<file path="src/hdl/ts_pkg.sv">
`default_nettype none
package ts_pkg;
    // ==========================================
    // Clock and timing
    localparam int CLK_MHZ = 100;
    localparam int CONV_PERIOD_MS = 500;
    localparam int CONV_CYC = CONV_PERIOD_MS * CLK_MHZ * 1000;
    localparam int CONV_CNT_W = 26;
    localparam int TIMEOUT_MS = 25;
    localparam int TIMEOUT_CYC = TIMEOUT_MS * CLK_MHZ * 1000;
    localparam int TO_CNT_W = 22;
    // ==========================================
    // Addressing and pointer values
    localparam logic [2:0] ADDR_FIXED = 3'h4;
    localparam logic [7:0] PTR_TEMP = 8'h00;
    localparam logic [7:0] PTR_CFG = 8'h01;
    localparam logic [7:0] PTR_HIGH = 8'h02;
    localparam logic [7:0] PTR_LOW = 8'h03;
    localparam logic [7:0] PTR_HYST = 8'h04;
    localparam logic [7:0] PTR_RST = 8'h00;
    // ==========================================
    // Field layout
    localparam int TEMP_W = 13;
    localparam int CFG_SHDN_BIT = 0;
    localparam int CFG_FQ_BIT = 3;
    localparam int CFG_TO_DIS_BIT = 7;
    localparam logic [15:0] THR_MASK = 16'hfff8;
    localparam logic [3:0] BITS_PER_BYTE = 4'h8;
    // ==========================================
    // Reset values
    localparam logic [7:0] CFG_RST = 8'h00;
    localparam logic [15:0] HIGH_RST = 16'h5000;
    localparam logic [15:0] LOW_RST = 16'h0000;
    localparam logic [15:0] HYST_RST = 16'h4b00;
    localparam logic [TEMP_W-1:0] TEMP_RST = 13'h0000;
    // ==========================================
    // Bus states
    typedef enum logic [3:0] {
        ST_IDLE,
        ST_ADDR,
        ST_ADDR_ACK,
        ST_CMD,
        ST_CMD_ACK,
        ST_WDATA,
        ST_WDATA_ACK,
        ST_RDATA,
        ST_RACK
    } ts_state_t;
endpackage
`default_nettype wire

</file>
<file path="src/hdl/ts_conv_if.sv">
`default_nettype none
interface ts_conv_if;
    import ts_pkg::*;
    logic shutdown;
    logic update;
    logic [TEMP_W-1:0] temp;
    modport conv (input shutdown, output update, output temp);
    modport core (output shutdown, input update, input temp);
endinterface
`default_nettype wire

</file>
<file path="src/hdl/ts_sync.sv">
`default_nettype none
module ts_sync #(
    parameter int W = 1
)
(
    input wire logic i_sys_clk,
    input wire logic i_rst_b,
    input wire logic [W-1:0] i_async,
    output logic [W-1:0] o_sync
);
    // ==========================================
    // Two flops per bit
    logic [W-1:0] meta_ff;
    logic [W-1:0] sync_ff;
    logic [W-1:0] nxt_meta;
    logic [W-1:0] nxt_sync;

    genvar g;
    generate
        for (g = 0; g < W; g++)
        begin : g_bit
            always_comb
            begin
                nxt_meta[g] = i_async[g];
                nxt_sync[g] = meta_ff[g];
            end

            always_ff @(posedge i_sys_clk or negedge i_rst_b)
            begin
                if (!i_rst_b)
                begin
                    meta_ff[g] <= 1'b1;
                    sync_ff[g] <= 1'b1;
                end
                else
                begin
                    meta_ff[g] <= nxt_meta[g];
                    sync_ff[g] <= nxt_sync[g];
                end
            end
        end
    endgenerate

    assign o_sync = sync_ff;
endmodule
`default_nettype wire

</file>
<file path="src/hdl/ts_conv.sv">
`default_nettype none
module ts_conv
    import ts_pkg::*;
#(
    parameter int CYC = CONV_CYC
)
(
    input wire logic i_sys_clk,
    input wire logic i_rst_b,
    input wire logic [TEMP_W-1:0] i_adc_code,
    ts_conv_if.conv cif
);
    // ==========================================
    // Free running conversion timer
    localparam logic [CONV_CNT_W-1:0] LAST = CONV_CNT_W'(CYC - 1);

    logic [CONV_CNT_W-1:0] cnt_ff;
    logic [CONV_CNT_W-1:0] nxt_cnt;
    logic [TEMP_W-1:0] result_ff;
    logic [TEMP_W-1:0] nxt_result;
    logic update_ff;
    logic nxt_update;

    always_comb
    begin
        nxt_cnt = (cnt_ff == LAST) ? '0 : CONV_CNT_W'(cnt_ff + 1);
        nxt_update = (cnt_ff == LAST) && !cif.shutdown;
        nxt_result = nxt_update ? i_adc_code : result_ff;
    end

    always_ff @(posedge i_sys_clk or negedge i_rst_b)
    begin
        if (!i_rst_b)
        begin
            cnt_ff <= '0;
            result_ff <= TEMP_RST;
            update_ff <= 1'b0;
        end
        else
        begin
            cnt_ff <= nxt_cnt;
            result_ff <= nxt_result;
            update_ff <= nxt_update;
        end
    end

    assign cif.update = update_ff;
    assign cif.temp = result_ff;

    // ==========================================
    // Checks
    a_conv_period: assert property (@(posedge i_sys_clk) disable iff (!i_rst_b)
        (cnt_ff == LAST && !cif.shutdown) |=> (update_ff && result_ff == $past(i_adc_code)))
        else $error("conversion result not taken at period end");
    a_shdn_hold: assert property (@(posedge i_sys_clk) disable iff (!i_rst_b)
        cif.shutdown |=> (!update_ff && $stable(result_ff)))
        else $error("conversion ran during shutdown");
endmodule
`default_nettype wire

</file>
<file path="src/hdl/ts_smbus_top.sv">
`default_nettype none
// Contract
// - Convert continuously, newest result always readable
// - Slave only: byte and word reads, writes
// - Each strap pin gives one address bit
// - Four straps give sixteen distinct addresses
// - First written byte loads register pointer
// - Temperature word 16 bits, read only, low bits
// - Two's complement, one sixteenth degree per step
// - Config: timeout disable, shutdown; fault queue bit 3 stored but unused
// - Threshold variant selects five registers
// - Threshold variant: two status flags, bit two unused
// - Data line only pulled low or released
// - Alarm outputs are open drain
module ts_smbus_top
    import ts_pkg::*;
#(
    parameter int CONV_CYCLES = CONV_CYC,
    parameter int TIMEOUT_CYCLES = TIMEOUT_CYC,
    parameter bit THRESH_EN = 1'b1,
    parameter logic [2:0] ADDR_HIGH = ADDR_FIXED
)
(
    input wire logic i_sys_clk,
    input wire logic i_rst_b,
    input wire logic i_scl,
    input wire logic i_sda,
    output logic o_sda_out,
    output logic o_sda_oe_b,
    input wire logic i_addr_strap_bit0,
    input wire logic i_addr_strap_bit1,
    input wire logic i_addr_strap_bit2,
    input wire logic i_addr_strap_bit3,
    input wire logic [TEMP_W-1:0] i_adc_code,
    output logic o_alert_out,
    output logic o_alert_oe_b,
    output logic o_overheat_shutdown_out,
    output logic o_overheat_shutdown_oe_b
);
    localparam logic [TO_CNT_W-1:0] TO_LAST = TO_CNT_W'(TIMEOUT_CYCLES - 1);

    // ==========================================
    // Pin synchronisers and conversion engine
    logic [5:0] pins_s;
    logic scl_s;
    logic sda_s;
    logic [3:0] strap_s;
    logic [6:0] my_addr;

    ts_sync #(.W(6)) u_sync (
        .i_sys_clk(i_sys_clk),
        .i_rst_b(i_rst_b),
        .i_async({i_addr_strap_bit3, i_addr_strap_bit2, i_addr_strap_bit1,
                  i_addr_strap_bit0, i_sda, i_scl}),
        .o_sync(pins_s)
    );

    assign scl_s = pins_s[0];
    assign sda_s = pins_s[1];
    assign strap_s = pins_s[5:2];
    assign my_addr = {ADDR_HIGH, strap_s};

    ts_conv_if cif ();

    ts_conv #(.CYC(CONV_CYCLES)) u_conv (
        .i_sys_clk(i_sys_clk),
        .i_rst_b(i_rst_b),
        .i_adc_code(i_adc_code),
        .cif(cif)
    );

    // ==========================================
    // Edge detection and bus timeout
    logic scl_d_ff;
    logic sda_d_ff;
    logic [TO_CNT_W-1:0] to_cnt_ff;
    logic nxt_scl_d;
    logic nxt_sda_d;
    logic [TO_CNT_W-1:0] nxt_to_cnt;
    logic scl_rise;
    logic scl_fall;
    logic start_det;
    logic stop_det;
    logic timeout;
    ts_state_t state_ff;
    logic [7:0] cfg_ff;

    always_comb
    begin
        nxt_scl_d = scl_s;
        nxt_sda_d = sda_s;
        if (state_ff != ST_IDLE && !scl_s && to_cnt_ff != TO_LAST)
            nxt_to_cnt = TO_CNT_W'(to_cnt_ff + 1);
        else if (state_ff != ST_IDLE && !scl_s)
            nxt_to_cnt = to_cnt_ff;
        else
            nxt_to_cnt = '0;
    end

    always_ff @(posedge i_sys_clk or negedge i_rst_b)
    begin
        if (!i_rst_b)
        begin
            scl_d_ff <= 1'b1;
            sda_d_ff <= 1'b1;
            to_cnt_ff <= '0;
        end
        else
        begin
            scl_d_ff <= nxt_scl_d;
            sda_d_ff <= nxt_sda_d;
            to_cnt_ff <= nxt_to_cnt;
        end
    end

    assign scl_rise = scl_s && !scl_d_ff;
    assign scl_fall = !scl_s && scl_d_ff;
    assign start_det = scl_s && scl_d_ff && sda_d_ff && !sda_s;
    assign stop_det = scl_s && scl_d_ff && !sda_d_ff && sda_s;
    assign timeout = (to_cnt_ff == TO_LAST) && !cfg_ff[CFG_TO_DIS_BIT];

    // ==========================================
    // Register read view
    logic hi_flag_ff;
    logic lo_flag_ff;
    logic [15:0] high_ff;
    logic [15:0] low_ff;
    logic [15:0] hyst_ff;
    logic [15:0] temp_word;
    logic [15:0] rd_word;
    logic [7:0] ptr_ff;

    always_comb
    begin
        if (THRESH_EN)
            temp_word = {cif.temp, 1'b0, hi_flag_ff, lo_flag_ff};
        else
            temp_word = {cif.temp, 3'h0};
        case (ptr_ff)
            PTR_TEMP: rd_word = temp_word;
            PTR_CFG: rd_word = {cfg_ff, cfg_ff};
            PTR_HIGH: rd_word = THRESH_EN ? high_ff : 16'h0000;
            PTR_LOW: rd_word = THRESH_EN ? low_ff : 16'h0000;
            PTR_HYST: rd_word = THRESH_EN ? hyst_ff : 16'h0000;
            default: rd_word = 16'h0000;
        endcase
    end

    assign cif.shutdown = cfg_ff[CFG_SHDN_BIT];

    // ==========================================
    // Slave state machine
    ts_state_t nxt_state;
    logic [3:0] cnt_ff;
    logic [3:0] nxt_cnt;
    logic [7:0] shift_ff;
    logic [7:0] nxt_shift;
    logic [7:0] tx_ff;
    logic [7:0] nxt_tx;
    logic sda_rel_ff;
    logic nxt_sda_rel;
    logic rw_ff;
    logic nxt_rw;
    logic [7:0] nxt_ptr;
    logic [1:0] bidx_ff;
    logic [1:0] nxt_bidx;
    logic [7:0] msb_ff;
    logic [7:0] nxt_msb;
    logic mack_ff;
    logic nxt_mack;
    logic [7:0] nxt_cfg;
    logic [15:0] nxt_high;
    logic [15:0] nxt_low;
    logic [15:0] nxt_hyst;
    logic byte_end;

    assign byte_end = scl_fall && (cnt_ff == BITS_PER_BYTE);

    always_comb
    begin
        nxt_state = state_ff;
        nxt_cnt = cnt_ff;
        nxt_shift = shift_ff;
        nxt_tx = tx_ff;
        nxt_sda_rel = sda_rel_ff;
        nxt_rw = rw_ff;
        nxt_ptr = ptr_ff;
        nxt_bidx = bidx_ff;
        nxt_msb = msb_ff;
        nxt_mack = mack_ff;
        nxt_cfg = cfg_ff;
        nxt_high = high_ff;
        nxt_low = low_ff;
        nxt_hyst = hyst_ff;
        if (start_det)
        begin
            nxt_state = ST_ADDR;
            nxt_cnt = 4'h0;
            nxt_sda_rel = 1'b1;
        end
        else if (stop_det || timeout)
        begin
            nxt_state = ST_IDLE;
            nxt_sda_rel = 1'b1;
        end
        else
        begin
            unique case (state_ff)
                ST_IDLE:
                begin
                    nxt_sda_rel = 1'b1;
                end
                ST_ADDR, ST_CMD, ST_WDATA:
                begin
                    if (scl_rise)
                    begin
                        nxt_shift = {shift_ff[6:0], sda_s};
                        nxt_cnt = cnt_ff + 4'h1;
                    end
                    if (byte_end && state_ff == ST_ADDR)
                    begin
                        if (shift_ff[7:1] == my_addr)
                        begin
                            nxt_sda_rel = 1'b0;
                            nxt_rw = shift_ff[0];
                            nxt_state = ST_ADDR_ACK;
                        end
                        else
                            nxt_state = ST_IDLE;
                    end
                    else if (byte_end && state_ff == ST_CMD)
                    begin
                        nxt_ptr = shift_ff;
                        nxt_sda_rel = 1'b0;
                        nxt_state = ST_CMD_ACK;
                    end
                    else if (byte_end)
                    begin
                        if (ptr_ff == PTR_CFG && bidx_ff == 2'h0)
                            nxt_cfg = shift_ff;
                        if (bidx_ff == 2'h0)
                            nxt_msb = shift_ff;
                        if (THRESH_EN && bidx_ff == 2'h1 && ptr_ff == PTR_HIGH)
                            nxt_high = {msb_ff, shift_ff} & THR_MASK;
                        if (THRESH_EN && bidx_ff == 2'h1 && ptr_ff == PTR_LOW)
                            nxt_low = {msb_ff, shift_ff} & THR_MASK;
                        if (THRESH_EN && bidx_ff == 2'h1 && ptr_ff == PTR_HYST)
                            nxt_hyst = {msb_ff, shift_ff} & THR_MASK;
                        if (bidx_ff != 2'h2)
                            nxt_bidx = bidx_ff + 2'h1;
                        nxt_sda_rel = 1'b0;
                        nxt_state = ST_WDATA_ACK;
                    end
                end
                ST_ADDR_ACK:
                begin
                    if (scl_fall)
                    begin
                        nxt_cnt = 4'h0;
                        nxt_bidx = 2'h0;
                        if (rw_ff)
                        begin
                            nxt_tx = rd_word[15:8];
                            nxt_sda_rel = rd_word[15];
                            nxt_state = ST_RDATA;
                        end
                        else
                        begin
                            nxt_sda_rel = 1'b1;
                            nxt_state = ST_CMD;
                        end
                    end
                end
                ST_CMD_ACK, ST_WDATA_ACK:
                begin
                    if (scl_fall)
                    begin
                        nxt_cnt = 4'h0;
                        nxt_sda_rel = 1'b1;
                        nxt_state = ST_WDATA;
                        if (state_ff == ST_CMD_ACK)
                            nxt_bidx = 2'h0;
                    end
                end
                ST_RDATA:
                begin
                    if (scl_rise)
                        nxt_cnt = cnt_ff + 4'h1;
                    if (byte_end)
                    begin
                        nxt_sda_rel = 1'b1;
                        nxt_state = ST_RACK;
                    end
                    else if (scl_fall)
                    begin
                        nxt_tx = {tx_ff[6:0], 1'b1};
                        nxt_sda_rel = tx_ff[6];
                    end
                end
                ST_RACK:
                begin
                    if (scl_rise)
                        nxt_mack = !sda_s;
                    if (scl_fall && mack_ff)
                    begin
                        nxt_tx = rd_word[7:0];
                        nxt_sda_rel = rd_word[7];
                        nxt_cnt = 4'h0;
                        nxt_state = ST_RDATA;
                    end
                    else if (scl_fall)
                        nxt_state = ST_IDLE;
                end
            endcase
        end
    end

    always_ff @(posedge i_sys_clk or negedge i_rst_b)
    begin
        if (!i_rst_b)
        begin
            state_ff <= ST_IDLE;
            cnt_ff <= 4'h0;
            shift_ff <= 8'h00;
            tx_ff <= 8'h00;
            sda_rel_ff <= 1'b1;
            rw_ff <= 1'b0;
            ptr_ff <= PTR_RST;
            bidx_ff <= 2'h0;
            msb_ff <= 8'h00;
            mack_ff <= 1'b0;
            cfg_ff <= CFG_RST;
            high_ff <= HIGH_RST;
            low_ff <= LOW_RST;
            hyst_ff <= HYST_RST;
        end
        else
        begin
            state_ff <= nxt_state;
            cnt_ff <= nxt_cnt;
            shift_ff <= nxt_shift;
            tx_ff <= nxt_tx;
            sda_rel_ff <= nxt_sda_rel;
            rw_ff <= nxt_rw;
            ptr_ff <= nxt_ptr;
            bidx_ff <= nxt_bidx;
            msb_ff <= nxt_msb;
            mack_ff <= nxt_mack;
            cfg_ff <= nxt_cfg;
            high_ff <= nxt_high;
            low_ff <= nxt_low;
            hyst_ff <= nxt_hyst;
        end
    end

    assign o_sda_out = 1'b0;
    assign o_sda_oe_b = sda_rel_ff;

    // ==========================================
    // Alarm flags and open-drain outputs
    logic nxt_hi_flag;
    logic nxt_lo_flag;
    logic overheat_shutdown_out_b_ff;
    logic nxt_overheat_shutdown_out_b;
    logic alert_b_ff;
    logic nxt_alert_b;

    always_comb
    begin
        nxt_hi_flag = hi_flag_ff;
        nxt_lo_flag = lo_flag_ff;
        nxt_overheat_shutdown_out_b = overheat_shutdown_out_b_ff;
        if (THRESH_EN && cif.update)
        begin
            nxt_hi_flag = $signed(cif.temp) >= $signed(high_ff[15:3]);
            nxt_lo_flag = $signed(cif.temp) < $signed(low_ff[15:3]);
            if ($signed(cif.temp) >= $signed(high_ff[15:3]))
                nxt_overheat_shutdown_out_b = 1'b0;
            else if ($signed(cif.temp) < $signed(hyst_ff[15:3]))
                nxt_overheat_shutdown_out_b = 1'b1;
        end
        nxt_alert_b = !(nxt_hi_flag || nxt_lo_flag);
    end

    always_ff @(posedge i_sys_clk or negedge i_rst_b)
    begin
        if (!i_rst_b)
        begin
            hi_flag_ff <= 1'b0;
            lo_flag_ff <= 1'b0;
            overheat_shutdown_out_b_ff <= 1'b1;
            alert_b_ff <= 1'b1;
        end
        else
        begin
            hi_flag_ff <= nxt_hi_flag;
            lo_flag_ff <= nxt_lo_flag;
            overheat_shutdown_out_b_ff <= nxt_overheat_shutdown_out_b;
            alert_b_ff <= nxt_alert_b;
        end
    end

    assign o_alert_out = 1'b0;
    assign o_alert_oe_b = alert_b_ff;
    assign o_overheat_shutdown_out = 1'b0;
    assign o_overheat_shutdown_oe_b = overheat_shutdown_out_b_ff;

    // ==========================================
    // Checks
    a_addr_ack: assert property (@(posedge i_sys_clk) disable iff (!i_rst_b)
        (state_ff == ST_ADDR && byte_end && !start_det && !stop_det && !timeout
         && shift_ff[7:1] == {ADDR_HIGH, strap_s}) |=> (state_ff == ST_ADDR_ACK && !o_sda_oe_b))
        else $error("own address not acknowledged");
    a_addr_nack: assert property (@(posedge i_sys_clk) disable iff (!i_rst_b)
        (state_ff == ST_ADDR && byte_end && !start_det && shift_ff[7:1] != my_addr)
        |=> (state_ff == ST_IDLE && o_sda_oe_b))
        else $error("foreign address acknowledged");
    a_ack_origin: assert property (@(posedge i_sys_clk) disable iff (!i_rst_b)
        (state_ff == ST_ADDR_ACK && $past(state_ff) != ST_ADDR_ACK) |-> $past(state_ff) == ST_ADDR)
        else $error("address ack without address phase");
    a_ptr_load: assert property (@(posedge i_sys_clk) disable iff (!i_rst_b)
        (state_ff == ST_CMD && byte_end && !start_det && !stop_det && !timeout)
        |=> (ptr_ff == $past(shift_ff) && state_ff == ST_CMD_ACK))
        else $error("pointer not loaded from command byte");
    a_cfg_write: assert property (@(posedge i_sys_clk) disable iff (!i_rst_b)
        (state_ff == ST_WDATA && byte_end && !start_det && !stop_det && !timeout
         && ptr_ff == PTR_CFG && bidx_ff == 2'h0) |=> cfg_ff == $past(shift_ff))
        else $error("configuration write lost");
    a_temp_lsbs: assert property (@(posedge i_sys_clk) disable iff (!i_rst_b)
        THRESH_EN ? (temp_word[2] == 1'b0 && temp_word[1:0] == {hi_flag_ff, lo_flag_ff})
                  : (temp_word[2:0] == 3'h0))
        else $error("temperature low bits wrong");
    a_temp_field: assert property (@(posedge i_sys_clk) disable iff (!i_rst_b)
        cif.update |-> ##1 (ptr_ff != PTR_TEMP || rd_word[15:3] == $past(cif.temp, 1) || cif.update))
        else $error("temperature field not the latest result");
    a_sda_drive: assert property (@(posedge i_sys_clk) disable iff (!i_rst_b)
        !o_sda_oe_b |-> (o_sda_out == 1'b0 && state_ff inside {ST_ADDR_ACK, ST_CMD_ACK,
                                                               ST_WDATA_ACK, ST_RDATA}))
        else $error("data line driven outside ack or read data");
    a_alert_od: assert property (@(posedge i_sys_clk) disable iff (!i_rst_b)
        (o_alert_out == 1'b0 && (o_alert_oe_b == !(hi_flag_ff || lo_flag_ff))))
        else $error("alert output not open drain of flags");
    a_thr_sel: assert property (@(posedge i_sys_clk) disable iff (!i_rst_b)
        (THRESH_EN && ptr_ff == PTR_HYST) |-> rd_word == hyst_ff)
        else $error("hysteresis register not selected");
endmodule
`default_nettype wire

</file>
<file path="config.mk">
export PLATFORM = sky130hd
export DESIGN_NAME = ts_smbus_top
export DESIGN_NICKNAME = d
export VERILOG_FILES = /design/src/hdl/ts_pkg.sv /design/src/hdl/ts_conv_if.sv /design/src/hdl/ts_sync.sv /design/src/hdl/ts_conv.sv /design/src/hdl/ts_smbus_top.sv
export SDC_FILE = /design/constraint.sdc
export NUM_CORES = 1
export LEC_CHECK = 0
export ABC_AREA = 1
export BUFFER_PORTS_ARGS = -buffer_cell sky130_fd_sc_hd__buf_2
export CAP_MARGIN = 30
export CELL_PAD_IN_SITES_DETAIL_PLACEMENT = 1
export CELL_PAD_IN_SITES_GLOBAL_PLACEMENT = 1
export CORE_MARGIN = 3
export CORE_UTILIZATION = 47
export DETAILED_ROUTE_END_ITERATION = 16
export HOLD_SLACK_MARGIN = 0.1
export PLACE_DENSITY_LB_ADDON = 0.15
export REMOVE_ABC_BUFFERS = 1
export SYNTH_ARGS = -nofsm -noshare
export SYNTH_HDL_FRONTEND = slang
export SYNTH_SLANG_ARGS = --single-unit
</file>
<file path="constraint.sdc">
create_clock -name i_sys_clk -period 2.45 [get_ports i_sys_clk]
set_input_delay 0.245 -clock i_sys_clk [delete_from_list [all_inputs] [get_ports i_sys_clk]]
set_output_delay 0.245 -clock i_sys_clk [all_outputs]
set_load 0.05 [all_outputs]
</file>
==> flow_summary.yaml <==
critical_path:
  ff2ff_setup_slack_ns: 0.18
  worstSetupStartpointType: "flip-flop"
  crit_fanout: 16
  crit_required_ns: 2.75
  cp.arrival_ns: 2.57
  end_kind: "flip-flop"
  crit_type: "flip-flop to flip-flop"
outcome:
  outcome: "finished, final reports clean"
timing:
  slew_violations: 0
  holdWs_ns: 0.3562
  period_minus_slack_ns: 2.265
  post-route-period-util_pct: 92.45
  hold_violations: 0
  maxSlewHeadroom_pct: 58.95
  worstMarginPinSlew_ns: 0.6101
  finalSetupViolCount: 0
  fmax_mhz: 441.5
  rsz0062_at_grt: "true"
  fin_worst_skew_ns: 0.01204
floorplan:
  die_h_um: 148.0
  initial_core_util_pct: 48.24
  core_mm2: 0.01965
  dieArea_mm2: 0.02191
  pin_count: 27
  die_w_um: 148.0
  rows: 51
run:
  cap_violations: 0
global_routing:
  grt_start_max_net_pins: 59
  grt_overflow: 0
  grt_use_total_pct: 25.67
  grt_pass1_vias: 8791
  antenna_found_initial: 0
  grt_pass1_wl_um: 45060
yosys:
  yosysSeqAreaShare_pct: 45.44
  synthArstFlopShare_pct: 100.0
  synth_top_area_share_pct: 39.07
  synthCells: 1228
  ys_types: 40
  synth_area_per_cell_um2: 7.720
  yosysTopAreaCell: "dfrtp_1"
  yosysMostFrequentCell: "nand2_1"
  synth_ff_type: "dfrtp_1"
  synthTopCellsByArea: "dfrtp_1 39%, nand2_1 13%, inv_1 6.6%"
  synth_edf_count: 0
  syn_area_mm2: 0.009480
  synth_warnings: 0
  synth_seq_cells: 171
  synth_common_cells: "321 x nand2_1, 166 x inv_1, 148 x dfrtp_1"
detailed_routing:
  drt_wl_total_um: 27170
  ant_nets: 0
  routed_via_density: 5.425
  drtIter0Drc: 412
  drt_pass1_iterations: 5
  avgRoutedWirePerCell_um: 17.37
  drcViolationCount: 0
  vias: 8484
pwr:
  p_per_area_mw_per_mm2: 717.8
  internal_power_w: 0.005139
  p_sw_w: 0.002584
  combPwrFrac_pct: 21.9
  p_leak_nw: 4.983
  power_frac_clock_pct: 36.3
  ir_drop_mv: 0.3851
  pwr-share-seq_pct: 41.8
  netSwitchingFraction_pct: 33.46
  total_power_w: 0.007723
cells_and_area:
  multi_input_area_mm2: 0.004392
  drive_gt1_share_pct: 9.854
  diodes: 0
  ff_latch_area_mm2: 0.004308
  nFillCells: 2474
  syn2layout_area_growth_pct: 13.49
  fin_nets: 1351
  fin_util_pct: 54.74
placement:
  hpwl_um: 20100
  portBuffers: 23
  gp_congestion: 0.9106
cts:
  clkSinkCount: 171
  root_buffer: "clkbuf_16"
  clkTransAtPathRegs_ns: 0.07
  insertion_delay_ns: 0.43
  clockBufferDepth: 2
  cts_tree: "done"
  cts_buffers: 17
  h-tree-depth: 4
  post_cts_buffers: 0
min_path:
  hold_path_class: "input port to asynchronous set/reset pin"
==> layout make-up <==
class / count / share of cell area, %
clock buffers: 19 / 4.210
clock inverters: 13 / 1.407
inverters: 171 / 5.966
multi-input cells: 864 / 40.82
flip-flops and latches: 171 / 40.04
well taps: 265 / 3.082
repair buffers: 61 / 4.477
==> worst paths after layout <==
kind,start,end,cells past startpoint
setup / recovery,to_cnt_ff[0],msb_ff[5],11
hold / removal,i_rst_b,u_conv.cif.temp[9],2
setup reg to reg,to_cnt_ff[0],msb_ff[5],11
hold reg to reg,u_sync.meta_ff[1],u_sync.o_sync[1],0
max in group asynchronous,i_rst_b,high_ff[14],3
min in group i_sys_clk,u_sync.meta_ff[1],u_sync.o_sync[1],0
==> sequential cells by signal (all words and copies together) (netlist names), 2 cells and up <==
signal,flops
low_ff,13
shift_ff,8
u_sync.o_sync,6
u_conv.cif.temp,13
state_ff,4
hyst_ff,13
ptr_ff,8
u_sync.meta_ff,6
to_cnt_ff,22
tx_ff,7
high_ff,13
bidx_ff,2
cnt_ff,4
cfg_ff,8
msb_ff,8
u_conv.cnt_ff,26
==> cells by family (layout without fill, tap and decap cells) <==
logic type,count (synthesis),after routing,synth area share [%]
AOI/OAI and AO/OA,194,194,10.82
xor gates and xnor gates,16,16,1.478
adders and majority gates,44,44,5.807
buffers and inverters,195,264,8.473
DFF,171,171,45.44
other,1,3,0.03956
and+or+nand+nor,607,607,27.94
==> routing by layer <==
metal / share of wire (%) / wire, µm / up-vias / GRT usage [%]
li1: - / - / 4114 / -
met1: 47 / 12740 / 4169 / 34.71
met2: 47 / 12790 / 153 / 42.13
met3: 3.3 / 888 / 48 / 4.414
met4: 2.8 / 760 / 0 / 8.545
met5: 0 / 0 / - / 0
==> power groups by stage <==
stage | Sequential, W | Combinational, W | Clock (W)
2_1_floorplan | 0.00325 | 0.00105 | 0
3_5_place_dp | 0.00327 | 0.00163 | 0
3_3_place_gp | 0.00327 | 0.00159 | 0
4_1_cts | 0.00323 | 0.00168 | 0.00286
6_report | 0.00323 | 0.00169 | 0.00281
5_1_grt | 0.00326 | 0.00191 | 0.00298
==> worst max-delay path, cell delays in order, from the launching register on <==
cell and delay [ns]:
dfrtp_1 0.41, ha_1 0.22, nand2_1 0.12, nor2_2 0.08, nand2_1 0.08, nor2_2 0.06
nand3_4 0.12, nand3_4 0.17, nor3_4 0.36, nand2_2 0.29, nand2_1 0.14, o21ai_1 0.08
==> cells in the final DEF, fill, tap and decap left out, types with 10 or more instances in the layout <==
| master | count |
|---|---|
| a21oi_1 | 41 |
| buf_2 | 22 |
| buf_4 | 16 |
| clkbuf_16 | 17 |
| dfrtp_1 | 148 |
| dfstp_2 | 23 |
| dlygate4sd3_1 | 20 |
| ha_1 | 44 |
| inv_1 | 165 |
| nand2_1 | 321 |
| nand3_1 | 80 |
| nand4_1 | 30 |
| nor2_1 | 111 |
| nor3_1 | 27 |
| nor4_1 | 10 |
| o21ai_0 | 83 |
| o21ai_1 | 43 |
| xor2_1 | 15 |
==> repair_timing <==
action / in CTS / in global routing
resized for setup: 0 / 4
setup endpoints to repair: 0 / 22
hold buffers: 20 / 0
endpoints found under the hold margin: 67 / 0
==> through the flow <==
step                      std cells  setup TNS, ns  setup WS (ns)  cell area, µm²
after floorplan                1206              0        0.02868            9326
after global placement         1512              0         0.2477            9940
after detailed placement       1512              0         0.1497            9940
after CTS                      1564              0         0.1100           10740
after global routing           1564        -0.1428       -0.04935           10760
final                          1564              0         0.1849           10760
Note: power is estimated with default switching activity, not from simulation.
